===== src/sds_consts.svh =====
// Constants of the supervisor block: offsets, fields, resets, service codes.
`ifndef SDS_CONSTS_SVH
`define SDS_CONSTS_SVH
`define SDS_OFF_CTRL 12'h000
`define SDS_OFF_SVC 12'h004
`define SDS_OFF_STATUS 12'h008
`define SDS_OFF_WARN_LO 12'h00c
`define SDS_OFF_WARN_HI 12'h010
`define SDS_OFF_IRQ_STAT 12'h014
`define SDS_OFF_IRQ_CLR 12'h018
`define SDS_OFF_IRQ_EN 12'h01c
`define SDS_OFF_ATTR 12'h020
`define SDS_CTRL_ALARM_EN 0
`define SDS_CTRL_WARN_EN 1
`define SDS_CTRL_RESET 2'h3
`define SDS_SVC_GET 8'h0e
`define SDS_SVC_SET 8'h10
`define SDS_SVC_RESET 8'h05
`define SDS_SVC_START 8'h06
`define SDS_SVC_STOP 8'h07
`define SDS_SVC_ABORT 8'h4b
`define SDS_SVC_RECOVER 8'h4c
`define SDS_SVC_DIAG 8'h4d
`define SDS_TEST_STANDARD 8'h00
`define SDS_ATTR_ALARM_EN 8'h00
`define SDS_ATTR_WARN_EN 8'h01
`define SDS_ATTR_STATE 8'h02
`define SDS_SELFTEST_NS 1000
`define SDS_SELFTEST_CYC ((`SDS_SELFTEST_NS + 7) / 8)
`define SDS_WARN_INVALID 0
`define SDS_WARN_OVER 1
`define SDS_WARN_UNDER 2
`define SDS_WARN_ELEC 1
`define SDS_WARN_DEGAS 3
`define SDS_IRQ_SVC_DONE 0
`define SDS_IRQ_SVC_ERR 1
`define SDS_IRQ_STATE 2
`endif


===== src/sds_pkg.sv =====
// Types of the supervisor block.
package sds_pkg;
    typedef enum logic [2:0] {
        SDS_SELFTEST = 3'b000,
        SDS_IDLE = 3'b001,
        SDS_RUN = 3'b011,
        SDS_ABORT = 3'b010,
        SDS_FATAL = 3'b110
    } sds_state_t;
endpackage


===== src/sds_supervisor.sv =====
// Supervisor object: service decoder, state machine, warning detail bytes.
//
// The APB register port and the register offsets were chosen for this implementation.
`timescale 1ns/1ps
`include "sds_consts.svh"

module sds_supervisor
    import sds_pkg::*;
(
    input wire logic clk,
    input wire logic rst_n,
    input wire logic psel,
    input wire logic penable,
    input wire logic pwrite,
    input wire logic [11:0] paddr,
    input wire logic [31:0] pwdata,
    output logic [31:0] prdata,
    output logic pready,
    output logic pslverr,
    input wire logic reading_valid,
    input wire logic over_range,
    input wire logic under_range,
    input wire logic diaphragm_elec_warn,
    input wire logic pirani_elec_warn,
    input wire logic degas_press_high,
    input wire logic poll_io_valid,
    input wire logic app_abort,
    input wire logic app_recover,
    input wire logic fault_fatal,
    input wire logic selftest_fail,
    output logic meas_valid,
    output logic alarm_en,
    output logic warn_en,
    output logic [2:0] sup_state,
    output logic irq
);

    sds_state_t state_reg;
    sds_state_t state_next;
    logic [1:0] en_reg;
    logic [7:0] attr_rdata_reg;
    logic svc_err_reg;
    logic [15:0] st_cnt_reg;
    logic [2:0] irq_stat_reg;
    logic [2:0] irq_en_reg;
    logic [55:0] warn_reg;
    logic [5:0] s1_reg;
    logic [5:0] s2_reg;
    logic [3:0] c1_reg;
    logic [3:0] c2_reg;
    logic wr_acc;
    logic rd_acc;
    logic svc_go;
    logic [7:0] svc_code;
    logic [7:0] svc_attr;
    logic [7:0] svc_val;
    logic svc_known;
    logic poll_rise;
    logic poll_d_reg;
    logic [31:0] rdata_next;
    logic rd_err;
    logic [55:0] warn_next;
    logic [2:0] irq_set;
    logic st_restart;
    logic warn_off;

    // Single-cycle access phase: the slave always answers at once.
    assign wr_acc = psel && penable && pwrite;
    assign rd_acc = psel && penable && !pwrite;
    assign svc_go = wr_acc && paddr == `SDS_OFF_SVC;
    assign svc_code = pwdata[7:0];
    assign svc_attr = pwdata[15:8];
    assign svc_val = pwdata[23:16];
    // Reset and accepted diagnostics both restart a self-test in progress.
    assign st_restart = svc_go && (svc_code == `SDS_SVC_RESET ||
        (svc_code == `SDS_SVC_DIAG && svc_known));

    // Asynchronous condition inputs pass two flip-flops first.
    always_ff @(posedge clk) begin
        s1_reg <= {degas_press_high, pirani_elec_warn, diaphragm_elec_warn,
                   under_range, over_range, reading_valid};
        s2_reg <= s1_reg;
        c1_reg <= {selftest_fail, fault_fatal, app_recover, app_abort};
        c2_reg <= c1_reg;
    end

    always_ff @(posedge clk) begin
        if (!rst_n) begin
            poll_d_reg <= 1'b0;
        end else begin
            poll_d_reg <= poll_io_valid;
        end
    end
    assign poll_rise = poll_io_valid && !poll_d_reg;

    always_comb begin
        case (svc_code)
            `SDS_SVC_GET, `SDS_SVC_SET, `SDS_SVC_RESET, `SDS_SVC_START,
            `SDS_SVC_STOP, `SDS_SVC_ABORT, `SDS_SVC_RECOVER: begin
                svc_known = 1'b1;
            end
            `SDS_SVC_DIAG: begin
                svc_known = svc_val == `SDS_TEST_STANDARD;
            end
            default: begin
                svc_known = 1'b0;
            end
        endcase
    end

    always_comb begin
        state_next = state_reg;
        case (state_reg)
            SDS_SELFTEST: begin
                if (st_cnt_reg == 16'(`SDS_SELFTEST_CYC)) begin
                    state_next = c2_reg[3] ? SDS_FATAL : SDS_IDLE;
                end
            end
            SDS_IDLE: begin
                if ((svc_go && svc_code == `SDS_SVC_START) || poll_rise) begin
                    state_next = SDS_RUN;
                end
            end
            SDS_RUN: begin
                if (svc_go && svc_code == `SDS_SVC_STOP) begin
                    state_next = SDS_IDLE;
                end
            end
            SDS_ABORT: begin
                if ((svc_go && svc_code == `SDS_SVC_RECOVER) || c2_reg[1]) begin
                    state_next = SDS_IDLE;
                end
            end
            SDS_FATAL: begin
                state_next = SDS_FATAL;
            end
            default: begin
                state_next = SDS_SELFTEST;
            end
        endcase
        if (state_reg != SDS_FATAL) begin
            if ((svc_go && svc_code == `SDS_SVC_ABORT) || c2_reg[0]) begin
                state_next = SDS_ABORT;
            end
            if (svc_go && svc_code == `SDS_SVC_DIAG && svc_known &&
                state_reg != SDS_ABORT) begin
                state_next = SDS_SELFTEST;
            end
            if (svc_go && svc_code == `SDS_SVC_RESET) begin
                state_next = SDS_SELFTEST;
            end
            if (c2_reg[2]) begin
                state_next = SDS_FATAL;
            end
        end
    end

    always_ff @(posedge clk) begin
        if (!rst_n) begin
            state_reg <= SDS_SELFTEST;
            st_cnt_reg <= 16'h0000;
        end else begin
            state_reg <= state_next;
            if (state_next == SDS_SELFTEST &&
                (state_reg != SDS_SELFTEST || st_restart)) begin
                st_cnt_reg <= 16'h0000;
            end else if (state_reg == SDS_SELFTEST) begin
                st_cnt_reg <= st_cnt_reg + 16'h0001;
            end
        end
    end

    // Enables and attribute reads through the service port.
    always_ff @(posedge clk) begin
        if (!rst_n) begin
            en_reg <= `SDS_CTRL_RESET;
            attr_rdata_reg <= 8'h00;
            svc_err_reg <= 1'b0;
        end else begin
            if (wr_acc && paddr == `SDS_OFF_CTRL) begin
                en_reg <= pwdata[1:0];
            end
            if (svc_go) begin
                svc_err_reg <= !svc_known;
                if (svc_known && svc_code == `SDS_SVC_SET) begin
                    if (svc_attr == `SDS_ATTR_ALARM_EN) begin
                        en_reg[`SDS_CTRL_ALARM_EN] <= svc_val[0];
                    end else if (svc_attr == `SDS_ATTR_WARN_EN) begin
                        en_reg[`SDS_CTRL_WARN_EN] <= svc_val[0];
                    end
                end
                if (svc_known && svc_code == `SDS_SVC_GET) begin
                    case (svc_attr)
                        `SDS_ATTR_ALARM_EN: begin
                            attr_rdata_reg <= {7'h00, en_reg[0]};
                        end
                        `SDS_ATTR_WARN_EN: begin
                            attr_rdata_reg <= {7'h00, en_reg[1]};
                        end
                        `SDS_ATTR_STATE: begin
                            attr_rdata_reg <= {5'h00, state_reg};
                        end
                        default: begin
                            attr_rdata_reg <= 8'h00;
                        end
                    endcase
                end
            end
        end
    end

    // Warning bytes follow live conditions, gated by the warning enable.
    assign warn_off = (wr_acc && paddr == `SDS_OFF_CTRL &&
        !pwdata[`SDS_CTRL_WARN_EN]) || (svc_go && svc_known &&
        svc_code == `SDS_SVC_SET && svc_attr == `SDS_ATTR_WARN_EN &&
        !svc_val[0]);

    always_comb begin
        warn_next = 56'h0;
        warn_next[`SDS_WARN_INVALID] = !s2_reg[0];
        warn_next[`SDS_WARN_OVER] = s2_reg[1];
        warn_next[`SDS_WARN_UNDER] = s2_reg[2];
        warn_next[16 + `SDS_WARN_ELEC] = s2_reg[3];
        warn_next[32 + `SDS_WARN_ELEC] = s2_reg[4];
        warn_next[48 + `SDS_WARN_DEGAS] = s2_reg[5];
        if (!en_reg[`SDS_CTRL_WARN_EN] || warn_off) begin
            warn_next = 56'h0;
        end
    end

    always_ff @(posedge clk) begin
        if (!rst_n) begin
            warn_reg <= 56'h0;
        end else begin
            warn_reg <= warn_next;
        end
    end

    assign irq_set = {state_reg != state_next, svc_go && !svc_known, svc_go};

    always_ff @(posedge clk) begin
        if (!rst_n) begin
            irq_stat_reg <= 3'h0;
            irq_en_reg <= 3'h0;
        end else begin
            if (wr_acc && paddr == `SDS_OFF_IRQ_EN) begin
                irq_en_reg <= pwdata[2:0];
            end
            if (wr_acc && paddr == `SDS_OFF_IRQ_CLR) begin
                irq_stat_reg <= (irq_stat_reg & ~pwdata[2:0]) | irq_set;
            end else begin
                irq_stat_reg <= irq_stat_reg | irq_set;
            end
        end
    end

    always_comb begin
        rdata_next = 32'h0;
        rd_err = 1'b0;
        case (paddr)
            `SDS_OFF_CTRL: rdata_next = {30'h0, en_reg};
            `SDS_OFF_SVC: rdata_next = {23'h0, svc_err_reg, attr_rdata_reg};
            `SDS_OFF_STATUS: rdata_next = {28'h0, meas_valid, state_reg};
            `SDS_OFF_WARN_LO: rdata_next = warn_reg[31:0];
            `SDS_OFF_WARN_HI: rdata_next = {8'h0, warn_reg[55:32]};
            `SDS_OFF_IRQ_STAT: rdata_next = {29'h0, irq_stat_reg};
            `SDS_OFF_IRQ_CLR: rdata_next = 32'h0;
            `SDS_OFF_IRQ_EN: rdata_next = {29'h0, irq_en_reg};
            default: rd_err = 1'b1;
        endcase
    end

    always_ff @(posedge clk) begin
        if (!rst_n) begin
            prdata <= 32'h0;
            pslverr <= 1'b0;
            pready <= 1'b0;
            meas_valid <= 1'b0;
            alarm_en <= 1'b1;
            warn_en <= 1'b1;
            sup_state <= 3'h0;
            irq <= 1'b0;
        end else begin
            pready <= psel && !penable;
            pslverr <= psel && !penable && rd_err;
            prdata <= (psel && !penable && !pwrite) ? rdata_next : 32'h0;
            meas_valid <= state_next == SDS_RUN;
            alarm_en <= en_reg[`SDS_CTRL_ALARM_EN];
            warn_en <= en_reg[`SDS_CTRL_WARN_EN];
            sup_state <= state_next;
            irq <= |(irq_stat_reg & irq_en_reg);
        end
    end
endmodule


===== config.mk =====
export PLATFORM = sky130hd
export DESIGN_NAME = sds_supervisor
export DESIGN_NICKNAME = d
export VERILOG_FILES = /design/src/sds_pkg.sv /design/src/sds_supervisor.sv
export VERILOG_INCLUDE_DIRS = /design/src
export SDC_FILE = /design/constraint.sdc
export NUM_CORES = 1
export LEC_CHECK = 0
export ABC_CLOCK_PERIOD_IN_PS = 3900
export BUFFER_PORTS_ARGS = -buffer_cell sky130_fd_sc_hd__buf_4
export CAP_MARGIN = 15
export CORE_ASPECT_RATIO = 0.7
export CORE_MARGIN = 3
export CORE_UTILIZATION = 55
export DETAILED_ROUTE_END_ITERATION = 16
export GPL_TIMING_DRIVEN = 0
export MAX_ROUTING_LAYER = met4
export PLACE_DENSITY = 0.91
export SYNTH_ARGS = -nofsm -noshare
export SYNTH_HDL_FRONTEND = slang
export SYNTH_SLANG_ARGS = --single-unit

===== constraint.sdc =====
create_clock -name clk -period 3.9 [get_ports clk]
set_input_delay 0.78 -clock clk [delete_from_list [all_inputs] [get_ports clk]]
set_output_delay 0.78 -clock clk [all_outputs]
set_load 0.02 [all_outputs]

[Yosys cells after proc, flatten, opt, wreduce, memory -nomap -nowiden]
Cells that the tools add are included.
Cells by class
  add/subtract/negate cells: 1
  equal/unequal tests: 26
  mux-type cells: 22
  bitwise gates (word level): 6
  reductions and logical operators: 57
Operator list (number)
  case mux 32 bit (7 select lines): 1
  == test 12 x 5 -> 1 bit, second input constant: 4
  2-to-1 mux 3 bit: 11
  logical AND 1 bit: 29
  == test 12 x 4 -> 1 bit, second input constant: 2
  == test 8 x 3 -> 1 bit, second input constant: 3
  == test 8 x 7 -> 1 bit, second input constant: 3
  adder 16 x 1 -> 16 bit, second input constant: 1
  == test 16 x 7 -> 1 bit, second input constant: 1
  zero test 8 bit: 2
  case mux 3 bit (5 select lines): 1
  == test 12 x 3 -> 1 bit, second input constant: 1
  zero test 12 bit: 1
  == test 3 x 2 -> 1 bit, second input constant: 3
  case mux 3 bit (3 select lines): 1
  == test 8 x 1 -> 1 bit, second input constant: 1
  == test 8 x 2 -> 1 bit, second input constant: 1
  == test 8 x 4 -> 1 bit, second input constant: 1
  == test 8 x 5 -> 1 bit, second input constant: 1
  zero test 1 bit: 8
  OR reduction 8 bit: 1
  logical OR 1 bit: 7
  OR reduction 7 bit: 1
  bitwise AND 3 bit: 2
  other kinds (16): 25
Word-level totals
  bits in registers: 151
  output and inout bits: 41
  word-level logic and storage cells: 133

[Depth between registers and ports, before layout]
Gate-level depths: netlist of the first run.
  depth in word-level cells: 15
  depth in mapped cells: 10
  gate-level depth less buffers: 9

[Worst setup path before layout of the first run]
Ideal clock, no wire load.
  kind: input-to-reg
  start: in paddr[5]
  end: reg st_cnt_reg[10]
  library setup time: 0.132 ns
  arrival: 2.713 ns
  data required time: 3.768 ns
  path slack: 1.055 ns
  cell stages on the path: 8
  path buffers: 1
  path through: nor3_1 -> nand4_2 -> or4_1 -> a31oi_1 -> a22oi_1 -> a211oi_4 -> buf_6 -> nor3_1
Between the ends
  cells in the longest elaborated chain, start to end: 14
  elaborated cells on any way between the ends: 27
  classes of those cells: eq/ne (1); mux (9); reduce/logical (17)
RTL lines
  from (decl): RTL line sds_supervisor.sv:15  | input wire logic [11:0] paddr,
  == test 12 x 3 -> 1 bit (*)
  logical AND 1 bit (no source line) (*)
  logical AND 1 bit (no source line)
  logical OR 1 bit (on tied branches): RTL line sds_supervisor.sv:130, sds_supervisor.sv:120
  2-to-1 mux 3 bit (on tied branches): RTL line sds_supervisor.sv:130, sds_supervisor.sv:120
  case mux 3 bit (5 select lines): RTL line sds_supervisor.sv:113  | case (state_reg)
  2-to-1 mux 3 bit: RTL line sds_supervisor.sv:142  | if ((svc_go && svc_code == `SDS_SVC_ABORT) || c2_reg[0]) begin
  2-to-1 mux 3 bit: RTL line sds_supervisor.sv:145  | if (svc_go && svc_code == `SDS_SVC_DIAG && svc_known &&
  2-to-1 mux 3 bit: RTL line sds_supervisor.sv:149  | if (svc_go && svc_code == `SDS_SVC_RESET) begin
  2-to-1 mux 3 bit: RTL line sds_supervisor.sv:152  | if (c2_reg[2]) begin
  2-to-1 mux 3 bit: RTL line sds_supervisor.sv:141  | if (state_reg != SDS_FATAL) begin
  zero test 3 bit: RTL line sds_supervisor.sv:164  | if (state_next == SDS_SELFTEST &&
  logical AND 1 bit (*): RTL line sds_supervisor.sv:164
  OR reduction 2 bit (no source line) (*)
  to (signal assigned): RTL line sds_supervisor.sv:168  | st_cnt_reg <= st_cnt_reg + 16'h0001;
  to (decl): RTL line sds_supervisor.sv:43  | logic [15:0] st_cnt_reg;
Every way passes the cells marked *; elsewhere a longest branch is shown, timed or not.
A chain may end at the register's enable or synchronous reset.

[Final worst setup path of the first run]
  start: in paddr[5]
  end: reg st_cnt_reg[8]
Same word-level chain as after synthesis.

==> impl_metrics.yaml, run 1 <==
logic_synthesis:
  syn_inst: 359
  synth_area_leaders: "dfxtp_1, buf_4, nor3_1"
  seq_area_frac_synth_pct: 42.9
  ys_seq_elements: 71
  synth_top_cell_by_area: "dfxtp_1"
  ys.flop_type: "dfxtp_1"
  yosysWarnings: 0
  synth_area_mm2: 0.00331
  synth.distinct_cells: 60
  avgSynthCellArea_um2: 9.23
  yosysMostFrequentCell: "dfxtp_1"
  synth_edf_count: 0
  yosys-top-cells-count: "dfxtp_1, nor2_1, buf_4"
  synth.top_cell.area_share_pct: 42.9
  synthArstFlopShare_pct: 0
global_route:
  grt_max_degree: 14
  track_usage_pct: 25.3
  grt_pass1_vias: 2769
  grt_pass1_wl_um: 13600
  grt.overflow.total: 0
  antenna_found_initial: 0
placement:
  placed_area_mm2: 0.00398
  gp_congestion: 0.911
  port_buffers: 65
  dp_cells: 520
  place_hpwl_um: 6330
critical_path:
  crit_chain: "buf_4 > nor3_1 > nand4_2 > or4_1 > a31oi_1 > a22oi_1 > a211oi_4 > buf_6 > nor3_1"
  r2r-start: "sup_state[2]"
  required_ps: 4120
  path_delay_family: "simple AND/OR/NAND/NOR gates"
  r2r-end: "st_cnt_reg[1]"
  crit_arrival_ps: 3300
  crit_slowest_cell: "or4_1"
  crit_fanout: 10
  worstSetupPathType: "input port to flip-flop"
  regToRegSetupSlack_ps: 1190
  critPathBufInv: 2
  slowest_delay_ps: 610
  start_kind: "input port"
  cp_common_cell: "nor3_1"
  cp-end-kind: "flip-flop"
  worstRegToRegCells: 8
routing:
  wl_per_cell_um: 16.4
  routed_wl_um: 8770
  via_per_inst: 5.75
  drt_iter0_markers: 323
  drcViolationCount: 0
  vias: 3084
  antenna_left: 0
  dr.pass1.iters: 5
cts:
  h-tree-depth: 3
  clk_pin_slew_worst_paths_ps: 70
  cts_resized: 0
  cts_buffers: 9
  cts_setup_buffers: 0
  cts_tree: "built"
  cts.sinks: 71
  cts_root_buf: "clkbuf_8"
  clock_latency_ps: 360
  clock_path_buffers: 2
  cts_hold_buf: 0
floorplan:
  die-area_mm2: 0.00701
  core_area_mm2: 0.00553
  die_w_um: 98.8
  die_h_um: 70.9
  pin_count: 101
  initial_utilization_pct: 59.9
  fp-row-count: 22
timing:
  hold_viol_final: 0
  finalSetupViolations: 0
  finClkSkew_ps: 12.8
  period_minus_slack_ps: 3080
  holdWs_ps: 329
  rsz0062_at_grt: "false"
  slew-limit-headroom_pct: 48.3
  fmax_mhz: 325
  period_share_pct: 78.9
  worst_pin_slew_ps: 764
  slew_violations: 0
  tns_ps: 0
final_layout:
  synthToLayoutAreaGrowth_pct: 26.1
  layout-drive-gt1-share_pct: 27.4
  finish.instance_area_mm2: 0.00418
  finalNonFillerCells: 536
  largest_register_ffs: 16
  nets: 521
  n_antenna_cell: 0
min_path:
  min_delay_worst_endpoint: "c2_reg[3]"
  hold_start: "c1_reg[3]"
  hold_path_class: "flip-flop to flip-flop"
  holdPathStages: 0
run_status:
  status: "completed"
power_and_ir_drop:
  p_per_area_mw_per_mm2: 370
  ir_drop_v: 0.000375
  power.leakage_nw: 1.75
  power_mw: 1.55
flow_run:
  maxCapViolCount: 0
-- stage by stage --
stage	utilization, %	worst slack [ps]
global placement	72.0	659
finish	75.5	824
detailed placement	72.0	564
floorplan	-	1060
global route	75.5	745
CTS	75.5	873
-- cells by family (layout without fill, tap and decap cells) --
kind of cell,count (synthesis),in the layout,synth area share (%)
other cells,1,25,0.113
buf+inv,50,131,8.84
mux,12,12,4.42
simple gates,161,161,28.9
compound gates,49,49,10.7
fa+ha+maj,2,2,0.755
xor+xnor,13,13,3.44
flops,71,71,42.9
-- area by class of cell --
type                       instances  area, um^2
buffer                            41         259
timing repair buffer              65         488
inverter                           9        33.8
multi-input combinational        262        1690
sequential                        71        1420
fill                             384        1350
clock buffer                      10         128
clock inverter                     6        70.1
tap                               72        90.1
-- per-layer routing --
| metal | vias to the layer above | part of all wire (%) | global-route usage, % |
|---|---|---|---|
| li1 | 1446 | - | - |
| met1 | 1436 | 42 | 33.6 |
| met2 | 186 | 45 | 37.6 |
| met3 | 16 | 11 | 8.08 |
| met4 | 0 | 1.6 | 6.36 |
| met5 | - | 0 | - |
-- worst max-delay path by stage --
stage                          from             end  cells past startpoint
final                      paddr[5]   st_cnt_reg[8]                      9
after floorplan            paddr[5]  st_cnt_reg[10]                      8
after global placement     paddr[5]   st_cnt_reg[5]                      9
after global routing      pwdata[7]   st_cnt_reg[1]                      8
after detailed placement   paddr[5]   st_cnt_reg[9]                      9
after CTS                  paddr[5]   st_cnt_reg[8]                      9
-- cells in the final DEF (no fill, tap or decap), types with 2 or more instances in the layout --
cell / Yosys / layout
a31o_2: 2 / 2
inv_1: 9 / 9
nor2_1: 27 / 27
or3_1: 2 / 2
clkinvlp_4: 0 / 3
and4b_1: 2 / 2
dfxtp_1: 71 / 71
nor4_1: 8 / 8
xnor2_1: 3 / 3
a21oi_1: 15 / 15
clkbuf_8: 0 / 9
nor3b_1: 7 / 7
o21ai_0: 7 / 7
nor3_1: 24 / 24
buf_4: 25 / 90
buf_2: 3 / 3
nand2b_1: 6 / 6
nand4_1: 8 / 8
o211ai_1: 3 / 3
nand3_1: 10 / 10
or4_1: 4 / 4
ha_1: 2 / 2
and4_1: 3 / 3
xor2_1: 10 / 10
conb_1: 1 / 25
and2_1: 9 / 9
nor4b_1: 6 / 6
mux2i_1: 9 / 9
or2_2: 3 / 3
a22oi_1: 5 / 5
clkbuf_1: 11 / 12
o31ai_1: 2 / 2
nand2_1: 21 / 21
a31oi_1: 3 / 3
mux4_2: 2 / 2
and3_1: 10 / 10
-- power by group --
part           total, mW  internal, mW  switching (mW)
Combinational      0.193        0.0875           0.106
Sequential         0.757         0.746          0.0117
Clock              0.596         0.299           0.298
No activity file was read; power rests on OpenSTA's default activity.
==> inputs of run 2 (changes only) <==
Settings changed: ABC_AREA set to 1, ABC_CLOCK_PERIOD_IN_PS 3900 to 3220, CORE_UTILIZATION 55 to 52, PLACE_DENSITY 0.91 to 0.86.
Clock period 3.9 ns to 3.22 ns, I/O delays scaled along.
==> run 2 against run 1 <==
Effect of this change:
- clock-buffer cell count did not move
- combinational power rose by 16%
- setup slack improved by 160 ps
- critical path type unchanged
- highest routed layer unchanged
- power rose by 18%
- synthesized cell count rose by 30%
- non-clock buffer count fell by 10
- clock power rose by 13%
- flip-flop and latch count did not move
- sequential share of layout area fell by 1.4 points
- critical endpoint is now warn_reg[51]
- die area rose by 9.9%
- final cell count rose by 24%
==> impl_metrics.yaml, run 2 <==
global_route:
  grt_pass1_vias: 2915
  grt_max_degree: 15
  antenna_found_initial: 0
  grt_pass1_wl_um: 13000
  track_usage_pct: 21.8
  grt.overflow.total: 0
final_layout:
  synthToLayoutAreaGrowth_pct: 25.9
  finish.instance_area_mm2: 0.00436
  fillers: 512
  largest_register_ffs: 16
  layout-drive-gt1-share_pct: 25.6
  multi_input_area_mm2: 0.00163
  nets: 632
  final_common_cell: "buf_4"
  n_antenna_cell: 0
  layout_common_cells: "buf_4, nand2_1, inv_1"
  regArea_mm2: 0.00142
logic_synthesis:
  avgSynthCellArea_um2: 7.41
  synth_area_leaders: "dfxtp_1, nand2_1, inv_1"
  yosys-top-cells-count: "nand2_1, inv_1, dfxtp_1"
  synth.distinct_cells: 43
  syn_inst: 468
  synth_edf_count: 0
  seq_area_frac_synth_pct: 41.0
  synthArstFlopShare_pct: 0
  ys.flop_type: "dfxtp_1"
  yosysWarnings: 0
  yosysMostFrequentCell: "nand2_1"
  synth.top_cell.area_share_pct: 41.0
  synth_top_cell_by_area: "dfxtp_1"
  ys_seq_elements: 71
  synth_area_mm2: 0.00347
timing:
  fmax_mhz: 447
  finClkSkew_ps: 6.71
  slew-limit-headroom_pct: 63.9
  hold_viol_final: 0
  fin_ws_ps: 983
  finalSetupViolations: 0
  slew_violations: 0
  rsz0062_at_grt: "false"
  period_minus_slack_ps: 2240
  period_share_pct: 69.5
  worst_pin_slew_ps: 539
  tns_ps: 0
floorplan:
  core_area_mm2: 0.00634
  initial_utilization_pct: 54.7
  die-area_mm2: 0.00770
  fp-row-count: 24
  die_w_um: 104
  pin_count: 101
  die_h_um: 74.3
critical_path:
  required_ps: 3440
  crit_arrival_ps: 2450
  crit_slowest_cell: "nor3_1"
  crit_fanout: 6
  regToRegSetupSlack_ps: 1170
  worstSetupPathType: "input port to flip-flop"
  path_delay_family: "simple AND/OR/NAND/NOR gates"
  slowest_delay_ps: 350
  cp_common_cell: "nand2_1"
  crit_chain: "buf_4 > inv_1 > nand2_1 > nor2_2 > nand2_1 > nand2_1 > nor2_1 > nand2_2 > inv_1 > nor3_1 > and2_1 > nand2_1 > o2111ai_1 > nor2_1"
  cp-end-kind: "flip-flop"
  start_kind: "input port"
  critPathBufInv: 3
flow_run:
  maxCapViolCount: 0
placement:
  port_buffers: 67
  placed_area_mm2: 0.00417
  gp_congestion: 0.896
  place_hpwl_um: 6360
  place_ws_ps: 674
routing:
  routed_wl_um: 8030
  drt_iter0_markers: 356
  antenna_left: 0
  wl_per_cell_um: 12.1
  vias: 3252
  via_per_inst: 4.88
  drcViolationCount: 0
  dr.pass1.iters: 5
cts:
  cts_tree: "built"
  clk_pin_slew_worst_paths_ps: 70
  clock_path_buffers: 2
  clock_latency_ps: 350
  cts_buffers: 9
  cts_resized: 0
  cts_root_buf: "clkbuf_8"
  cts_hold_buf: 0
  h-tree-depth: 3
  cts.sinks: 71
  cts_setup_buffers: 0
power_and_ir_drop:
  p_per_area_mw_per_mm2: 417
  ir_drop_v: 0.000334
  power.leakage_nw: 2.06
  power_mw: 1.82
run_status:
  status: "completed"
min_path:
  hold_path_class: "flip-flop to flip-flop"
-- run 2: per-layer routing --
metal	GRT usage (%)	part of all wire (%)	vias to the layer above
met1	27.9	45	1443
met5	-	0	-
met3	6.42	9.6	13
met4	6.19	1.1	0
met2	34.1	44	161
li1	-	-	1635
-- run 2: worst paths after layout --
path | from | depth (start not counted) | end
max | pwdata[4] | 14 | warn_reg[51]
min | c1_reg[3] | 0 | c2_reg[3]
max reg2reg | sup_state[1] | 11 | st_cnt_reg[14]
min reg2reg | c1_reg[3] | 0 | c2_reg[3]
-- run 2: layout make-up --
class                           instances  share of cell area, %
Inverter                               75                   6.48
Clock buffer                           10                   3.15
Timing Repair Buffer                   67                   11.5
Sequential cell                        71                   32.6
Multi-Input combinational cell        317                   37.4
Tap cell                               91                   2.61
Buffer                                 29                   5.05
Clock inverter                          6                   1.20
-- run 2: where the power goes --
group | total, mW | internal, mW | switching (mW)
clock network | 0.675 | 0.312 | 0.363
registers | 0.919 | 0.904 | 0.0155
logic | 0.224 | 0.0988 | 0.125
-- run 2: cell families (layout without fill, tap and decap cells) --
logic type | count (synthesis) | in the layout | synth area share [%]
fa+ha+maj | 2 | 2 | 0.722
compound gates | 47 | 47 | 8.23
xor+xnor | 10 | 10 | 2.53
buf+inv | 104 | 187 | 14.5
other cells | 1 | 25 | 0.108
flops | 71 | 71 | 41.0
simple gates | 233 | 233 | 32.9
-- run 2: metrics by stage --
stage               std cells  utilization [%]  hold slack (ps)
finish                    666             68.9              330
global route              666             68.9              338
CTS                       666             68.9              331
detailed placement        650             65.9              312
global placement          650             65.9              312
floorplan                 492                -              310
